`src/hdl/csm_consts.vh`:
```
`ifndef CSM_CONSTS_VH
`define CSM_CONSTS_VH

// Register byte offsets.
`define CSM_OFS_CTRL        8'h00
`define CSM_OFS_STATUS      8'h04
`define CSM_OFS_MASK        8'h08
`define CSM_OFS_STATE       8'h0c

// Control register fields.
`define CSM_CTRL_DET_EN     0
`define CSM_CTRL_VARIANT    1
`define CSM_CTRL_RESET      8'h00

// Status and mask register fields.
`define CSM_ST_STOP         0
`define CSM_STATUS_RESET    8'h00
`define CSM_MASK_RESET      8'h00

// State register fields.
`define CSM_SV_STOPPED      0
`define CSM_SV_SUPPRESS     1
`define CSM_SV_ON_LOW_SPEED_INTERNAL_OSC      2
`define CSM_SV_PLL_FREE     3
`define CSM_SV_USB_FREE     4
`define CSM_SV_VARIANT      5

// System clock source codes.
`define CSM_SRC_MAIN        2'h0
`define CSM_SRC_PLL         2'h1
`define CSM_SRC_LOW_SPEED_INTERNAL_OSC        2'h2

// Timing.
`define CSM_CLK_PERIOD_NS   40
`define CSM_STOP_TIME_NS    1000
`define CSM_STAB_TIME_US    1000
`define CSM_STOP_CYCLES     ((`CSM_STOP_TIME_NS + `CSM_CLK_PERIOD_NS - 1) / `CSM_CLK_PERIOD_NS)
`define CSM_STAB_CYCLES     ((`CSM_STAB_TIME_US * 1000 + `CSM_CLK_PERIOD_NS - 1) / `CSM_CLK_PERIOD_NS)

`endif

```
`src/hdl/csm_edge_watch.v`:
```
`timescale 1ns/1ps
`include "csm_consts.vh"

// Flags the watched clock as stopped when no level change is seen for LIMIT cycles.
module csm_edge_watch #(
    parameter CW    = 16,
    parameter LIMIT = `CSM_STOP_CYCLES
) (
    input  wire sys_clk,
    input  wire rst_b,
    input  wire watch_in,
    input  wire hold_clear,
    output wire stopped
);
    localparam [CW-1:0] LIMIT_C = LIMIT[CW-1:0];

    reg          last_reg;
    reg [CW-1:0] idle_reg;
    reg [CW-1:0] idle_next;
    reg          stop_reg;
    reg          stop_next;

    always @* begin
        idle_next = idle_reg;
        stop_next = stop_reg;
        if (hold_clear || (watch_in != last_reg)) begin
            idle_next = {CW{1'b0}};
            stop_next = 1'b0;
        end else if (idle_reg < LIMIT_C) begin
            idle_next = idle_reg + {{(CW-1){1'b0}}, 1'b1};
        end else begin
            stop_next = 1'b1;
        end
    end

    always @(posedge sys_clk) begin
        if (!rst_b) begin
            last_reg <= 1'b0;
            idle_reg <= {CW{1'b0}};
            stop_reg <= 1'b0;
        end else begin
            last_reg <= watch_in;
            idle_reg <= idle_next;
            stop_reg <= stop_next;
        end
    end

    assign stopped = stop_reg;
endmodule // csm_edge_watch

```
`src/hdl/csm_clock_stop_monitor.v`:
```
// The address-and-strobe port and the register addresses were chosen for this implementation.
`timescale 1ns/1ps
`include "csm_consts.vh"

// What this block does
// [RL1] Reset-response variant: a detected main clock stop issues a system reset request.
// [RL2] Switchover variant: main clock selected and stopped, move system clock to internal oscillator, interrupt.
// [RL3] Switchover variant: PLL selected and reference stopped, let PLL free-run, interrupt.
// [RL4] Switchover variant: USB PLL in use and reference stopped, let USB PLL free-run, interrupt.
// [RL5] Stop interrupt is non-maskable; the mask register cannot block it.
// [RL6] Reset-response variant: no detection from deep stop entry until stabilization wait elapses.
// [RL7] Reset-response variant: no detection while the sampling oscillator is halted.
// [RL8] Reset-response variant: no detection while the CPU runs from the internal oscillator.
// [RL9] Reset-response variant: no detection while software holds the main oscillator halted.
// [RL10] Software disables detection before stopping the main clock in switchover variant.
// [RL11] Switchover variant suppresses nothing; an intentional stop is reported like a failure.
module csm_clock_stop_monitor #(
    parameter STAB_CYCLES = `CSM_STAB_CYCLES,
    parameter STAB_W      = 16,
    parameter STOP_W      = 16
) (
    input  wire       sys_clk,
    input  wire       rst_b,
    input  wire [7:0] reg_addr,
    input  wire [7:0] reg_wdata,
    input  wire       reg_wr,
    input  wire       reg_rd,
    output wire [7:0] reg_rdata,
    input  wire       main_osc_in,
    input  wire [1:0] sys_clk_src,
    input  wire       usb_pll_in_use,
    input  wire       deep_stop,
    input  wire       sample_osc_halted,
    input  wire       cpu_on_internal_osc,
    input  wire       main_osc_halt_bit,
    output wire       sys_reset_req,
    output wire       switch_to_low_speed_internal_osc,
    output wire       pll_free_run,
    output wire       usb_pll_free_run,
    output wire       nmi_req,
    output wire       irq
);
    localparam [STAB_W-1:0] STAB_C = STAB_CYCLES[STAB_W-1:0];

    // One-hot monitor states.
    localparam [2:0] ST_WATCH = 3'b001;
    localparam [2:0] ST_HIT   = 3'b010;
    localparam [2:0] ST_DONE  = 3'b100;

    reg  [7:0]        ctrl_reg;
    reg  [7:0]        status_reg;
    reg  [7:0]        status_next;
    reg  [7:0]        mask_reg;
    reg  [7:0]        rdata_reg;
    reg  [7:0]        rdata_next;
    reg  [STAB_W-1:0] stab_reg;
    reg  [STAB_W-1:0] stab_next;
    reg  [2:0]        state_reg;
    reg  [2:0]        state_next;
    reg               stopped_d_reg;
    reg               rst_req_reg;
    reg               rst_req_next;
    reg               on_low_speed_internal_osc_reg;
    reg               on_low_speed_internal_osc_next;
    reg               pll_free_reg;
    reg               pll_free_next;
    reg               usb_free_reg;
    reg               usb_free_next;

    wire det_en;
    wire variant_sw;
    wire in_stab;
    wire suppress;
    wire stopped;
    wire stop_event;
    wire stop_w1c;

    assign det_en     = ctrl_reg[`CSM_CTRL_DET_EN];
    assign variant_sw = ctrl_reg[`CSM_CTRL_VARIANT];
    assign in_stab    = deep_stop || (stab_reg != {STAB_W{1'b0}});

    // Suppression applies to the reset-response variant only.
    assign suppress = !variant_sw && (in_stab           // [RL6]
                                      || sample_osc_halted   // [RL7]
                                      || cpu_on_internal_osc // [RL8]
                                      || main_osc_halt_bit); // [RL9]

    // The watcher is held clear while suppressed or disabled, so a stale idle count cannot fire on release.
    // The switchover variant reports every stop once enabled, deliberate or not. [RL11]
    csm_edge_watch #(
        .CW    (STOP_W),
        .LIMIT (`CSM_STOP_CYCLES)
    ) u_watch (
        .sys_clk    (sys_clk),
        .rst_b      (rst_b),
        .watch_in   (main_osc_in),
        .hold_clear (suppress || !det_en),
        .stopped    (stopped)
    );

    assign stop_event = stopped && !stopped_d_reg && (state_reg == ST_WATCH);
    assign stop_w1c   = reg_wr && (reg_addr == `CSM_OFS_STATUS) && reg_wdata[`CSM_ST_STOP];

    // Stabilization wait reloads for as long as deep stop lasts and runs down after it ends.
    always @* begin
        stab_next = stab_reg;
        if (deep_stop) begin
            stab_next = STAB_C;
        end else if (stab_reg != {STAB_W{1'b0}}) begin
            stab_next = stab_reg - {{(STAB_W-1){1'b0}}, 1'b1};
        end
    end

    always @* begin
        state_next    = state_reg;
        rst_req_next  = 1'b0;
        on_low_speed_internal_osc_next  = on_low_speed_internal_osc_reg;
        pll_free_next = pll_free_reg;
        usb_free_next = usb_free_reg;
        case (state_reg)
            ST_WATCH: begin
                if (stop_event) begin
                    state_next = ST_HIT;
                end
            end
            ST_HIT: begin
                state_next = ST_DONE;
                if (!variant_sw) begin
                    rst_req_next = 1'b1; // [RL1]
                end else begin
                    if (sys_clk_src == `CSM_SRC_MAIN) begin
                        on_low_speed_internal_osc_next = 1'b1; // [RL2]
                    end
                    if (sys_clk_src == `CSM_SRC_PLL) begin
                        pll_free_next = 1'b1; // [RL3]
                    end
                    if (usb_pll_in_use) begin
                        usb_free_next = 1'b1; // [RL4]
                    end
                end
            end
            ST_DONE: begin
                // Rearm once the clock runs again or detection is dropped; the fallbacks stay until reset.
                if (!stopped) begin
                    state_next = ST_WATCH;
                end
            end
            default: begin
                state_next = ST_WATCH;
            end
        endcase
    end

    // A new stop wins over a write-one-to-clear in the same cycle.
    always @* begin
        status_next = status_reg;
        if (stop_w1c) begin
            status_next[`CSM_ST_STOP] = 1'b0;
        end
        if ((state_reg == ST_HIT) && variant_sw) begin
            status_next[`CSM_ST_STOP] = 1'b1; // [RL2] [RL3] [RL4]
        end
        status_next[7:1] = 7'h00;
    end

    always @* begin
        rdata_next = 8'h00;
        if (reg_rd) begin
            case (reg_addr)
                `CSM_OFS_CTRL: begin
                    rdata_next = ctrl_reg;
                end
                `CSM_OFS_STATUS: begin
                    rdata_next = status_reg;
                end
                `CSM_OFS_MASK: begin
                    rdata_next = mask_reg;
                end
                `CSM_OFS_STATE: begin
                    rdata_next[`CSM_SV_STOPPED]  = stopped;
                    rdata_next[`CSM_SV_SUPPRESS] = suppress;
                    rdata_next[`CSM_SV_ON_LOW_SPEED_INTERNAL_OSC]  = on_low_speed_internal_osc_reg;
                    rdata_next[`CSM_SV_PLL_FREE] = pll_free_reg;
                    rdata_next[`CSM_SV_USB_FREE] = usb_free_reg;
                    rdata_next[`CSM_SV_VARIANT]  = variant_sw;
                end
                default: begin
                    rdata_next = 8'h00;
                end
            endcase
        end
    end

    always @(posedge sys_clk) begin
        if (!rst_b) begin
            ctrl_reg      <= `CSM_CTRL_RESET;
            status_reg    <= `CSM_STATUS_RESET;
            mask_reg      <= `CSM_MASK_RESET;
            rdata_reg     <= 8'h00;
            stab_reg      <= {STAB_W{1'b0}};
            state_reg     <= ST_WATCH;
            stopped_d_reg <= 1'b0;
            rst_req_reg   <= 1'b0;
            on_low_speed_internal_osc_reg   <= 1'b0;
            pll_free_reg  <= 1'b0;
            usb_free_reg  <= 1'b0;
        end else begin
            if (reg_wr && (reg_addr == `CSM_OFS_CTRL)) begin
                ctrl_reg <= {6'h00, reg_wdata[1:0]};
            end
            if (reg_wr && (reg_addr == `CSM_OFS_MASK)) begin
                mask_reg <= {7'h00, reg_wdata[0]};
            end
            status_reg    <= status_next;
            rdata_reg     <= rdata_next;
            stab_reg      <= stab_next;
            state_reg     <= state_next;
            stopped_d_reg <= stopped;
            rst_req_reg   <= rst_req_next;
            on_low_speed_internal_osc_reg   <= on_low_speed_internal_osc_next;
            pll_free_reg  <= pll_free_next;
            usb_free_reg  <= usb_free_next;
        end
    end

    assign reg_rdata                        = rdata_reg;
    assign sys_reset_req                    = rst_req_reg;
    assign switch_to_low_speed_internal_osc = on_low_speed_internal_osc_reg;
    assign pll_free_run                     = pll_free_reg;
    assign usb_pll_free_run                 = usb_free_reg;
    // The non-maskable line ignores the mask; only the ordinary line is gated.
    assign nmi_req = status_reg[`CSM_ST_STOP]; // [RL5]
    assign irq     = status_reg[`CSM_ST_STOP] && mask_reg[`CSM_ST_STOP];
endmodule // csm_clock_stop_monitor

```
`config.mk`:
```
export PLATFORM = sky130hd
export DESIGN_NAME = csm_clock_stop_monitor
export DESIGN_NICKNAME = d
export VERILOG_FILES = /design/src/hdl/csm_edge_watch.v /design/src/hdl/csm_clock_stop_monitor.v
export VERILOG_INCLUDE_DIRS = /design/src /design/src/hdl
export SDC_FILE = /design/constraint.sdc
export NUM_CORES = 1
export LEC_CHECK = 0
export ABC_AREA = 0
export BUFFER_PORTS_ARGS = -buffer_cell sky130_fd_sc_hd__buf_2
export CAP_MARGIN = 10
export CORE_UTILIZATION = 40
export DETAILED_ROUTE_END_ITERATION = 10
export PLACE_DENSITY = 0.71
export RECOVER_POWER = 25
export SLEW_MARGIN = 20
export SYNTH_ARGS = -nofsm -noshare
export SYNTH_HDL_FRONTEND = slang
export SYNTH_SLANG_ARGS = --single-unit
```
`constraint.sdc`:
```
create_clock -name sys_clk -period 2.2 [get_ports sys_clk]
set_input_delay 0.11 -clock sys_clk [delete_from_list [all_inputs] [get_ports sys_clk]]
set_output_delay 0.11 -clock sys_clk [all_outputs]
set_load 0.02 [all_outputs]
```
=== After elaboration in Yosys (flattened, before gate mapping) ===
Index checks and enable logic that the tools add are counted.

* Logic and storage cells: 72
* Flip-flop bits (word level): 61
* Output and inout port bits: 14
* Bits of input ports: 28

* Bitwise logic cells: 1
* Add/subtract/negate cells: 2
* Reduce and logical (&&, ||, !) cells: 32
* Eq/ne operators: 10
* $lt $le $gt $ge: 1
* Muxes and demuxes: 9

{| class="wikitable"
|+ Operator list
! kind !! count
|-
| $mux W15 || 2
|-
| $pmux W6 S4 || 1
|-
| $add A16 B1 Y16 const B || 1
|-
| $eq A8 B4 Y1 const B || 2
|-
| $lt A16 B5 Y1 const B || 1
|-
| $reduce_bool A16 Y1 || 1
|-
| $sub A16 B1 Y16 const B || 1
|-
| $reduce_and A3 Y1 || 4
|-
| $logic_and A1 B1 Y1 || 9
|-
| $pmux W3 S3 || 1
|-
| $eq A8 B3 Y1 const B || 1
|-
| $logic_not A8 Y1 || 1
|-
| $logic_or A1 B1 Y1 || 6
|-
| $mux W3 || 2
|-
| $reduce_and A2 Y1 || 3
|-
| $ne A2 B2 Y1 const B || 2
|-
| $reduce_bool A2 Y1 || 2
|-
| $reduce_or A2 Y1 || 2
|-
| $eq A3 B1 Y1 const B || 1
|-
| $eq A3 B2 Y1 const B || 1
|-
| $eq A3 B3 Y1 const B || 1
|-
| $logic_not A1 Y1 || 3
|-
| $mux W1 || 3
|-
| $eq A2 B1 Y1 const B || 1
|-
| 3 further kinds || 3
|}

=== Logic depth before layout (Yosys ltp) ===
Gate-level depths: netlist (run 1).

* Depth after elaboration: 9
* Depth in mapped cells: 7
* Gate-level depth less buffers: 6

=== By module ===
From an unflattened synthesis (run 1), not the netlist that was laid out.

* Cell total of the unflattened synthesis: 235
* Area total of the unflattened synthesis: 2242.2 sq um

{| class="wikitable"
|+ By module, submodules not included
! module !! sequential area each (sq um) !! cells an instance !! area an instance (sq um) !! times used
|-
| csm_clock_stop_monitor || 680.7 || 174 || 1589.0 || 1
|-
| csm_edge_watch || 360.3 || 61 || 653.1 || 1
|}

=== Least setup slack after synthesis (run 1) ===
No wires, ideal clock.

* Path kind: reg-to-reg
* Start: reg stab_reg[0]
* End: reg stab_reg[10]
* Clock period less this slack: 1693 ps
* Setup time: 122 ps
* Path buffers: 0
* Setup slack: 507 ps
* Arrival time: 1570 ps
* Stages on the path, launching flop included: 7
* Path through: dfxtp_1 -> inv_1 -> ha_1 -> or4b_4 -> a2111oi_2 -> xnor2_1 -> nor2_1

* Word-level cells in the longest chain between the ends: 1

{| class="wikitable"
|+ Ends and longest elaborated chain
! item !! line !! text
|-
| from (decl) || csm_clock_stop_monitor.v:56 || <nowiki>reg [STAB_W-1:0] stab_reg;</nowiki>
|-
| from (signal assigned) || csm_clock_stop_monitor.v:200 || <nowiki>stab_reg <= {STAB_W{1'b0}};</nowiki>
|-
| from (signal assigned) || csm_clock_stop_monitor.v:216 || <nowiki>stab_reg <= stab_next;</nowiki>
|-
| $sub A16 B1 Y16 or $reduce_bool A16 Y1 (tied branches) || csm_clock_stop_monitor.v:110, csm_clock_stop_monitor.v:109 ||
|}

Several ways; a longest one is shown, not always the timed one.
A chain may end at the register's enable or synchronous reset.

=== Final worst setup path (run 1) ===
* Start: reg stab_reg[13]
* End: reg stab_reg[5]

* Word-level cells in the longest chain between the ends: 2

{| class="wikitable"
|+ Ends and longest elaborated chain
! item !! line !! text
|-
| $reduce_bool A16 Y1 || csm_clock_stop_monitor.v:109 || <nowiki>end else if (stab_reg != {STAB_W{1'b0}}) begin</nowiki>
|-
| $reduce_bool A2 Y1 (no source line) || - ||
|}

No other way between the ends.

==> results of run 1 <==
-- worst paths after layout --
check	startpoint	to	slack (ns)	cells past startpoint
worst min register to register	u_watch.idle_reg[7]	u_watch.idle_reg[7]	0.48	1
worst max-delay path	stab_reg[13]	stab_reg[5]	0.27	4
worst max register to register	stab_reg[13]	stab_reg[5]	0.27	4
worst min-delay path	main_osc_in	u_watch.last_reg	0.04	2
-- stage by stage --
step	cell area, um2	instances
floorplan	2360	238
global placement	2620	342
detailed placement	2620	342
CTS	2710	348
global route	2680	348
finish	2680	348
-- synthesized netlist by cell type, types with 2 or more instances --
cell	instances	share of area
ha_1	3	0.016
nand3_1	6	0.013
dfxtp_1	52	0.44
and2_1	8	0.021
clkbuf_1	3	0.0048
nor3_1	7	0.015
a21boi_0	5	0.016
nand2_1	8	0.013
buf_4	2	0.0064
mux2i_1	8	0.034
or4_1	3	0.0096
inv_1	10	0.016
nor4_4	4	0.036
a311oi_1	2	0.0074
nor4b_1	2	0.0074
nor2_1	19	0.030
and3_1	2	0.0053
nand2b_1	3	0.0080
nor2b_1	9	0.024
xnor2_1	5	0.019
buf_6	2	0.0096
a21oi_1	11	0.023
a211oi_1	4	0.013
nand4_1	6	0.016
or3_1	3	0.0080
nand3b_1	2	0.0064
o21ai_0	6	0.013
a211o_2	2	0.0085
nor3b_2	7	0.037
nor3_2	4	0.017
nor4_1	4	0.011
nor3b_1	5	0.016
o21a_1	3	0.0096
-- per-layer routing --
layer / track usage / vias to the layer above
met1: 0.192 / 886
li1: - / 931
met5: 0 / -
met3: 0.0368 / 5
met2: 0.271 / 19
met4: 0.0463 / 0
-- power by group through the flow --
stage | Sequential (mW) | Clock, mW | Combinational [mW]
after detailed placement | 1.02 | 0 | 0.223
after global routing | 1.01 | 0.672 | 0.250
after CTS | 1.00 | 0.639 | 0.224
final | 1.00 | 0.617 | 0.222
after floorplan | 1.01 | 0 | 0.162
after global placement | 1.02 | 0 | 0.218
-- area by class of cell --
| cell class | instances | area (um2) | share of cell area |
|---|---|---|---|
| multi-input cells | 168 | 1210 | 0.452 |
| flip-flops and latches | 52 | 1040 | 0.388 |
| repair buffers | 40 | 203 | 0.0755 |
| clock inverters | 1 | 30.0 | 0.0112 |
| inverters | 10 | 37.5 | 0.0140 |
| clock buffers | 5 | 68.8 | 0.0256 |
| well taps | 72 | 90.1 | 0.0336 |
-- worst max-delay path: stages, from the launching register on --
cell      delay [ns]
dfxtp_1         0.38
nor4_4          0.59
nand4_1         0.40
nor3_1          0.34
a311oi_1        0.09
-- logic make-up after synthesis --
family                   count (synthesis)
XOR/XNOR                                 5
AO/OA/AOI/OAI                           42
AND/OR/NAND/NOR                        107
buffers and inverters                   18
multiplexers                             9
flip-flops                              52
adder cells (fa/ha/maj)                  3
other                                    1
==> metrics.csv, run 1 <==
stage,metric,value,unit
routing,first_pass_iters,5,
layout,nets,308,
timing,rsz0062_at_grt,no,
clocking,cts_buffer_depth,2,
timing,finalHoldViolations,0,
routing,drc_errors,0,
placed_design,detailedPlace.worstSlack,0.332,ns
critical_path,cp_data_required_time,2.37,ns
power_and_ir_drop,cellLeakagePower,0.976,nW
clocking,cts_tree,built,
routing,met2WireLength,2.22,mm
job,timing.max_cap.violations,0,
routing,wl_met3,111,um
timing,drv_slew,0,
min_path,min_path_type,input pin to flop,
critical_path,end_kind,flop,
timing,fmax,519,MHz
die,io_pins,42,
yosys,synth-main-ff-cell,dfxtp_1,
critical_path,arrival,2.10,ns
power_and_ir_drop,ir_drop,374,uV
timing,tightestPinTransition,0.856,ns
die,start_util,0.420,
global_routing,grt_pass1_wl,7.67,mm
die,coreArea,5610,um2
clocking,post-cts-setup-buffer-count,0,
yosys,synth_simple_gate_area_share,0.317,
layout,fin_util,0.479,
routing,met1_length,2.16,mm
global_routing,first_global_vias,1742,
routing,wire_per_inst,13.0,um
placed_design,dpl.hpwl,3.28,mm
layout,drive_gt1_frac,0.214,
power_and_ir_drop,comb_power_share,0.120,
routing,ant_nets,0,
yosys,synth_area,2360,um2
yosys,yosysUniqueCellTypes,50,
critical_path,start_kind,flop,
clocking,cts_resized,0,
critical_path,critPathMaxFanout,10,
yosys,synthAdderAreaFrac,0.0159,
global_routing,antenna_found_initial,0,
timing,fin_tns_setup,0,ns
die,die_area,6200,um2
timing,fin_crit,1.93,ns
yosys,yosysWarnings,0,
layout,antennaDiodeCount,0,
clocking,cts.sinks,52,
yosys,synth_xor_area_frac,0.0186,
routing,finalWirelength,4.52,mm
global_routing,grt_overflow,0,
global_routing,grtUsageTotal,0.157,
clocking,cts_buffers,5,
clocking,clock-root-buffer,clkbuf_8,
yosys,synth-compound-area-share,0.129,
routing,via_count,1841,
yosys,synthMuxAreaShare,0.0388,
yosys,async_flop_share,0,
placed_design,gp_congestion,0.776,
yosys,avgSynthCellArea,9.94,um2
timing,hold_ws,0.0448,ns
power_and_ir_drop,seqPwrFrac,0.544,
timing,fin_ws,0.274,ns
die,row_count,27,
layout,fillers,597,
timing,finalSetupViolCount,0,
global_routing,grt_max_degree,22,
clocking,hold_buffers,0,
layout,areaGrowthSynthToFinish,13.9,%
power_and_ir_drop,power_density,685,nW/um2
timing,slew_headroom,0.424,
yosys,yosysSeqAreaShare,0.442,
die,fp.dieW,78.7,um
layout,layout_commonest_cell,dfxtp_1,
clocking,clk_pin_slew,0.09,ns
clocking,clk_latency,0.30,ns
power_and_ir_drop,pwr-share-clk,0.335,
power_and_ir_drop,power,1.84,mW
yosys,synth_cells,237,
routing,drtIter0Drc,37,
yosys,ys_ff_latch,52,
placed_design,port_buffers,33,
routing,via_per_inst,5.29,
power_and_ir_drop,swShare,0.242,
power_and_ir_drop,internal_power,1.39,mW
yosys,synth_edf_count,0,
timing,post-route-period-util,0.875,
run_status,status,"complete, no violations",
clocking,htree_num_levels,2,
timing,fin_skew,0.00739,ns
layout,layout_common_cells,"52 x dfxtp_1, 24 x buf_2, 19 x nor2_1",
critical_path,critPathKind,flop to flop,
die,die-height,78.7,um
routing,top_layer,met4,
power_and_ir_drop,p_switching,446,uW
yosys,synth_top_family_by_area,simple AND/OR/NAND/NOR gates,
(Power assumes the default switching activity.)
==> run 2: changes to the inputs <==
--- a/config.mk
+++ b/config.mk
@@ -13,6 +13,7 @@
 export DETAILED_ROUTE_END_ITERATION = 10
 export PLACE_DENSITY = 0.71
 export RECOVER_POWER = 25
+export SETUP_SLACK_MARGIN = 0.5
 export SLEW_MARGIN = 20
 export SYNTH_ARGS = -nofsm -noshare
 export SYNTH_HDL_FRONTEND = slang
==> constraint.sdc (replaced) <==
create_clock -name sys_clk -period 2.2 [get_ports sys_clk]
set_input_delay 0.11 -clock sys_clk [delete_from_list [all_inputs] [get_ports sys_clk]]
set_output_delay 0.11 -clock sys_clk [all_outputs]
set_load 0.01 [all_outputs]
==> metrics.csv, run 2 (synthesis results as in run 1) <==
stage,metric,value,unit,change
die,die_area,6200,um2,unchanged
critical_path,critPathMaxFanout,4,,-6
global_routing,grt_max_degree,22,,unchanged
timing,post-route-period-util,0.796,,-0.0798
power_and_ir_drop,comb_power_share,0.147,,+0.027
min_path,min_path_type,input pin to flop,,
timing,fin_tns_setup,0,ns,unchanged
clocking,cts_tree,built,,
power_and_ir_drop,swShare,0.249,,+0.00612
timing,finalSetupViolCount,0,,unchanged
placed_design,dp.cells,342,,unchanged
routing,via_per_inst,5.33,,+0.71%
timing,slew_headroom,0.432,,+0.00798
routing,finalWirelength,4.96,mm,+9.6%
job,timing.max_cap.violations,0,,unchanged
routing,first_pass_iters,4,,-1
global_routing,grtUsageTotal,0.164,,+0.00738
routing,via_count,1918,,+4.2%
clocking,clk_pin_slew,0.08,ns,about the same
timing,rsz0062_at_grt,yes,,
power_and_ir_drop,internal_power,1.43,mW,+2.8%
layout,antennaDiodeCount,0,,unchanged
power_and_ir_drop,ir_drop,382,uV,+2.1%
layout,multiInputGateArea,1330,um2,+9.6%
power_and_ir_drop,seqPwrFrac,0.529,,-0.015
layout,layout_common_cells,"47 x dfxtp_1, 22 x buf_2, 19 x nor2_1",,
global_routing,first_global_vias,1824,,+4.7%
power_and_ir_drop,pwr-share-clk,0.324,,-0.011
placed_design,gp_congestion,0.776,,unchanged
routing,wire_per_inst,13.8,um,+5.9%
clocking,hold_buffers,0,,unchanged
layout,layout_commonest_cell,dfxtp_1,,
critical_path,critPathKind,flop to flop,,
placed_design,dpl.hpwl,3.28,mm,unchanged
critical_path,end_kind,flop,,
layout,fillers,554,,-7.2%
global_routing,antenna_found_initial,0,,unchanged
die,row_count,27,,unchanged
timing,finalHoldViolations,0,,unchanged
die,coreArea,5610,um2,unchanged
power_and_ir_drop,p_switching,474,uW,+6.2%
timing,fin_skew,0.00926,ns,+0.00187 ns
timing,tightestPinTransition,0.844,ns,-0.0119 ns
timing,drv_slew,0,,unchanged
global_routing,grt_pass1_wl,8.05,mm,+5.0%
clocking,clock-root-buffer,clkbuf_8,,
power_and_ir_drop,cellLeakagePower,1.05,nW,+8.0%
critical_path,arrival,1.98,ns,-0.12 ns
layout,areaGrowthSynthToFinish,23.4,%,
power_and_ir_drop,power_density,656,nW/um2,-4.4%
layout,nets,320,,+3.9%
die,fp.dieW,78.7,um,unchanged
clocking,cts.sinks,52,,unchanged
clocking,cts_buffers,5,,unchanged
die,io_pins,42,,unchanged
routing,ant_nets,0,,unchanged
routing,drtIter0Drc,49,,+32%
placed_design,port_buffers,33,,unchanged
clocking,cts_buffer_depth,2,,unchanged
layout,seq_area,1050,um2,+0.84%
routing,drc_errors,0,,unchanged
global_routing,grt_overflow,0,,unchanged
timing,fmax,571,MHz,+10%
clocking,clk_latency,0.30,ns,about the same
critical_path,start_kind,flop,,
run_status,status,"complete, no violations",,
die,start_util,0.420,,unchanged
die,die-height,78.7,um,unchanged
critical_path,cp_data_required_time,2.43,ns,+0.06 ns
layout,layoutNonFillerInstCount,360,,+3.4%
layout,drive_gt1_frac,0.313,,+0.0987
clocking,htree_num_levels,2,,unchanged
timing,fin_crit,1.75,ns,-0.176 ns
run 2: changes by cell type in the layout (fill, tap and decap cells not counted), moves of 3 or more:
cell	change
buf_4	+10
dfxtp_1	-5
dfxtp_2	+4
nor3b_1	-3
nor4_1	-3
run 2: area by class of cell:
cell class	instances	area share
inverter	10	0.0129
sequential	52	0.361
timing repair buffer	52	0.104
clock buffer	5	0.0237
multi-input combinational	168	0.457
clock inverter	1	0.0103
tap	72	0.0310
run 2: stage by stage:
| stage | instance area (um2) | setup WS, ns | hold slack (ns) | util | power (mW) |
|---|---|---|---|---|---|
| after global routing | 2910 | 0.405 | 0.0312 | 0.519 | 2.00 |
| after global placement | 2620 | 0.340 | 0.345 | 0.466 | 1.24 |
| after detailed placement | 2620 | 0.332 | 0.350 | 0.466 | 1.24 |
| final | 2910 | 0.450 | 0.0448 | 0.519 | 1.91 |
| after floorplan | 2360 | 0.507 | 0.237 | - | 1.18 |
| after CTS | 2840 | 0.472 | 0.0367 | 0.506 | 1.90 |
run 2: worst paths after layout:
check | startpoint | to | slack (ns) | cells past startpoint
min | main_osc_in | u_watch.last_reg | 0.04 | 2
min reg2reg | switch_to_low_speed_internal_osc | reg_rdata[2] | 0.49 | 1
max | stab_reg[1] | stab_reg[15] | 0.45 | 7
max reg2reg | stab_reg[1] | stab_reg[15] | 0.45 | 7
run 2: repair_timing:
| item | CTS | global route |
|---|---|---|
| buffers inserted | 11 | 1 |
| setup endpoints to repair | 27 | 26 |
| pin swaps | 6 | 6 |
| resized for setup | 7 | 24 |
run 2: per-layer routing:
| metal | track usage | routed length, um | share of wire | vias to the layer above |
|---|---|---|---|---|
| met4 | 0.0463 | 36 | 0.0073 | 0 |
| met3 | 0.0368 | 119 | 0.024 | 4 |
| met2 | 0.290 | 2500 | 0.50 | 21 |
| met1 | 0.198 | 2300 | 0.46 | 927 |
| li1 | - | - | - | 966 |
| met5 | 0 | 0 | 0 | - |
run 2: power groups by stage:
stage | Combinational, mW | Sequential (mW) | Clock (mW)
global placement | 0.217 | 1.02 | 0
finish | 0.280 | 1.01 | 0.617
global route | 0.310 | 1.01 | 0.672
floorplan | 0.160 | 1.01 | 0
detailed placement | 0.221 | 1.02 | 0
CTS | 0.260 | 1.00 | 0.639
run 2: worst max-delay path, cell delays in order, from the launching register on:
cell and delay, ns:
dfxtp_2 0.34, inv_2 0.04, ha_4 0.15, nor3b_4 0.16, buf_6 0.13, a211o_4 0.31
or4_4 0.48, o21ai_2 0.07
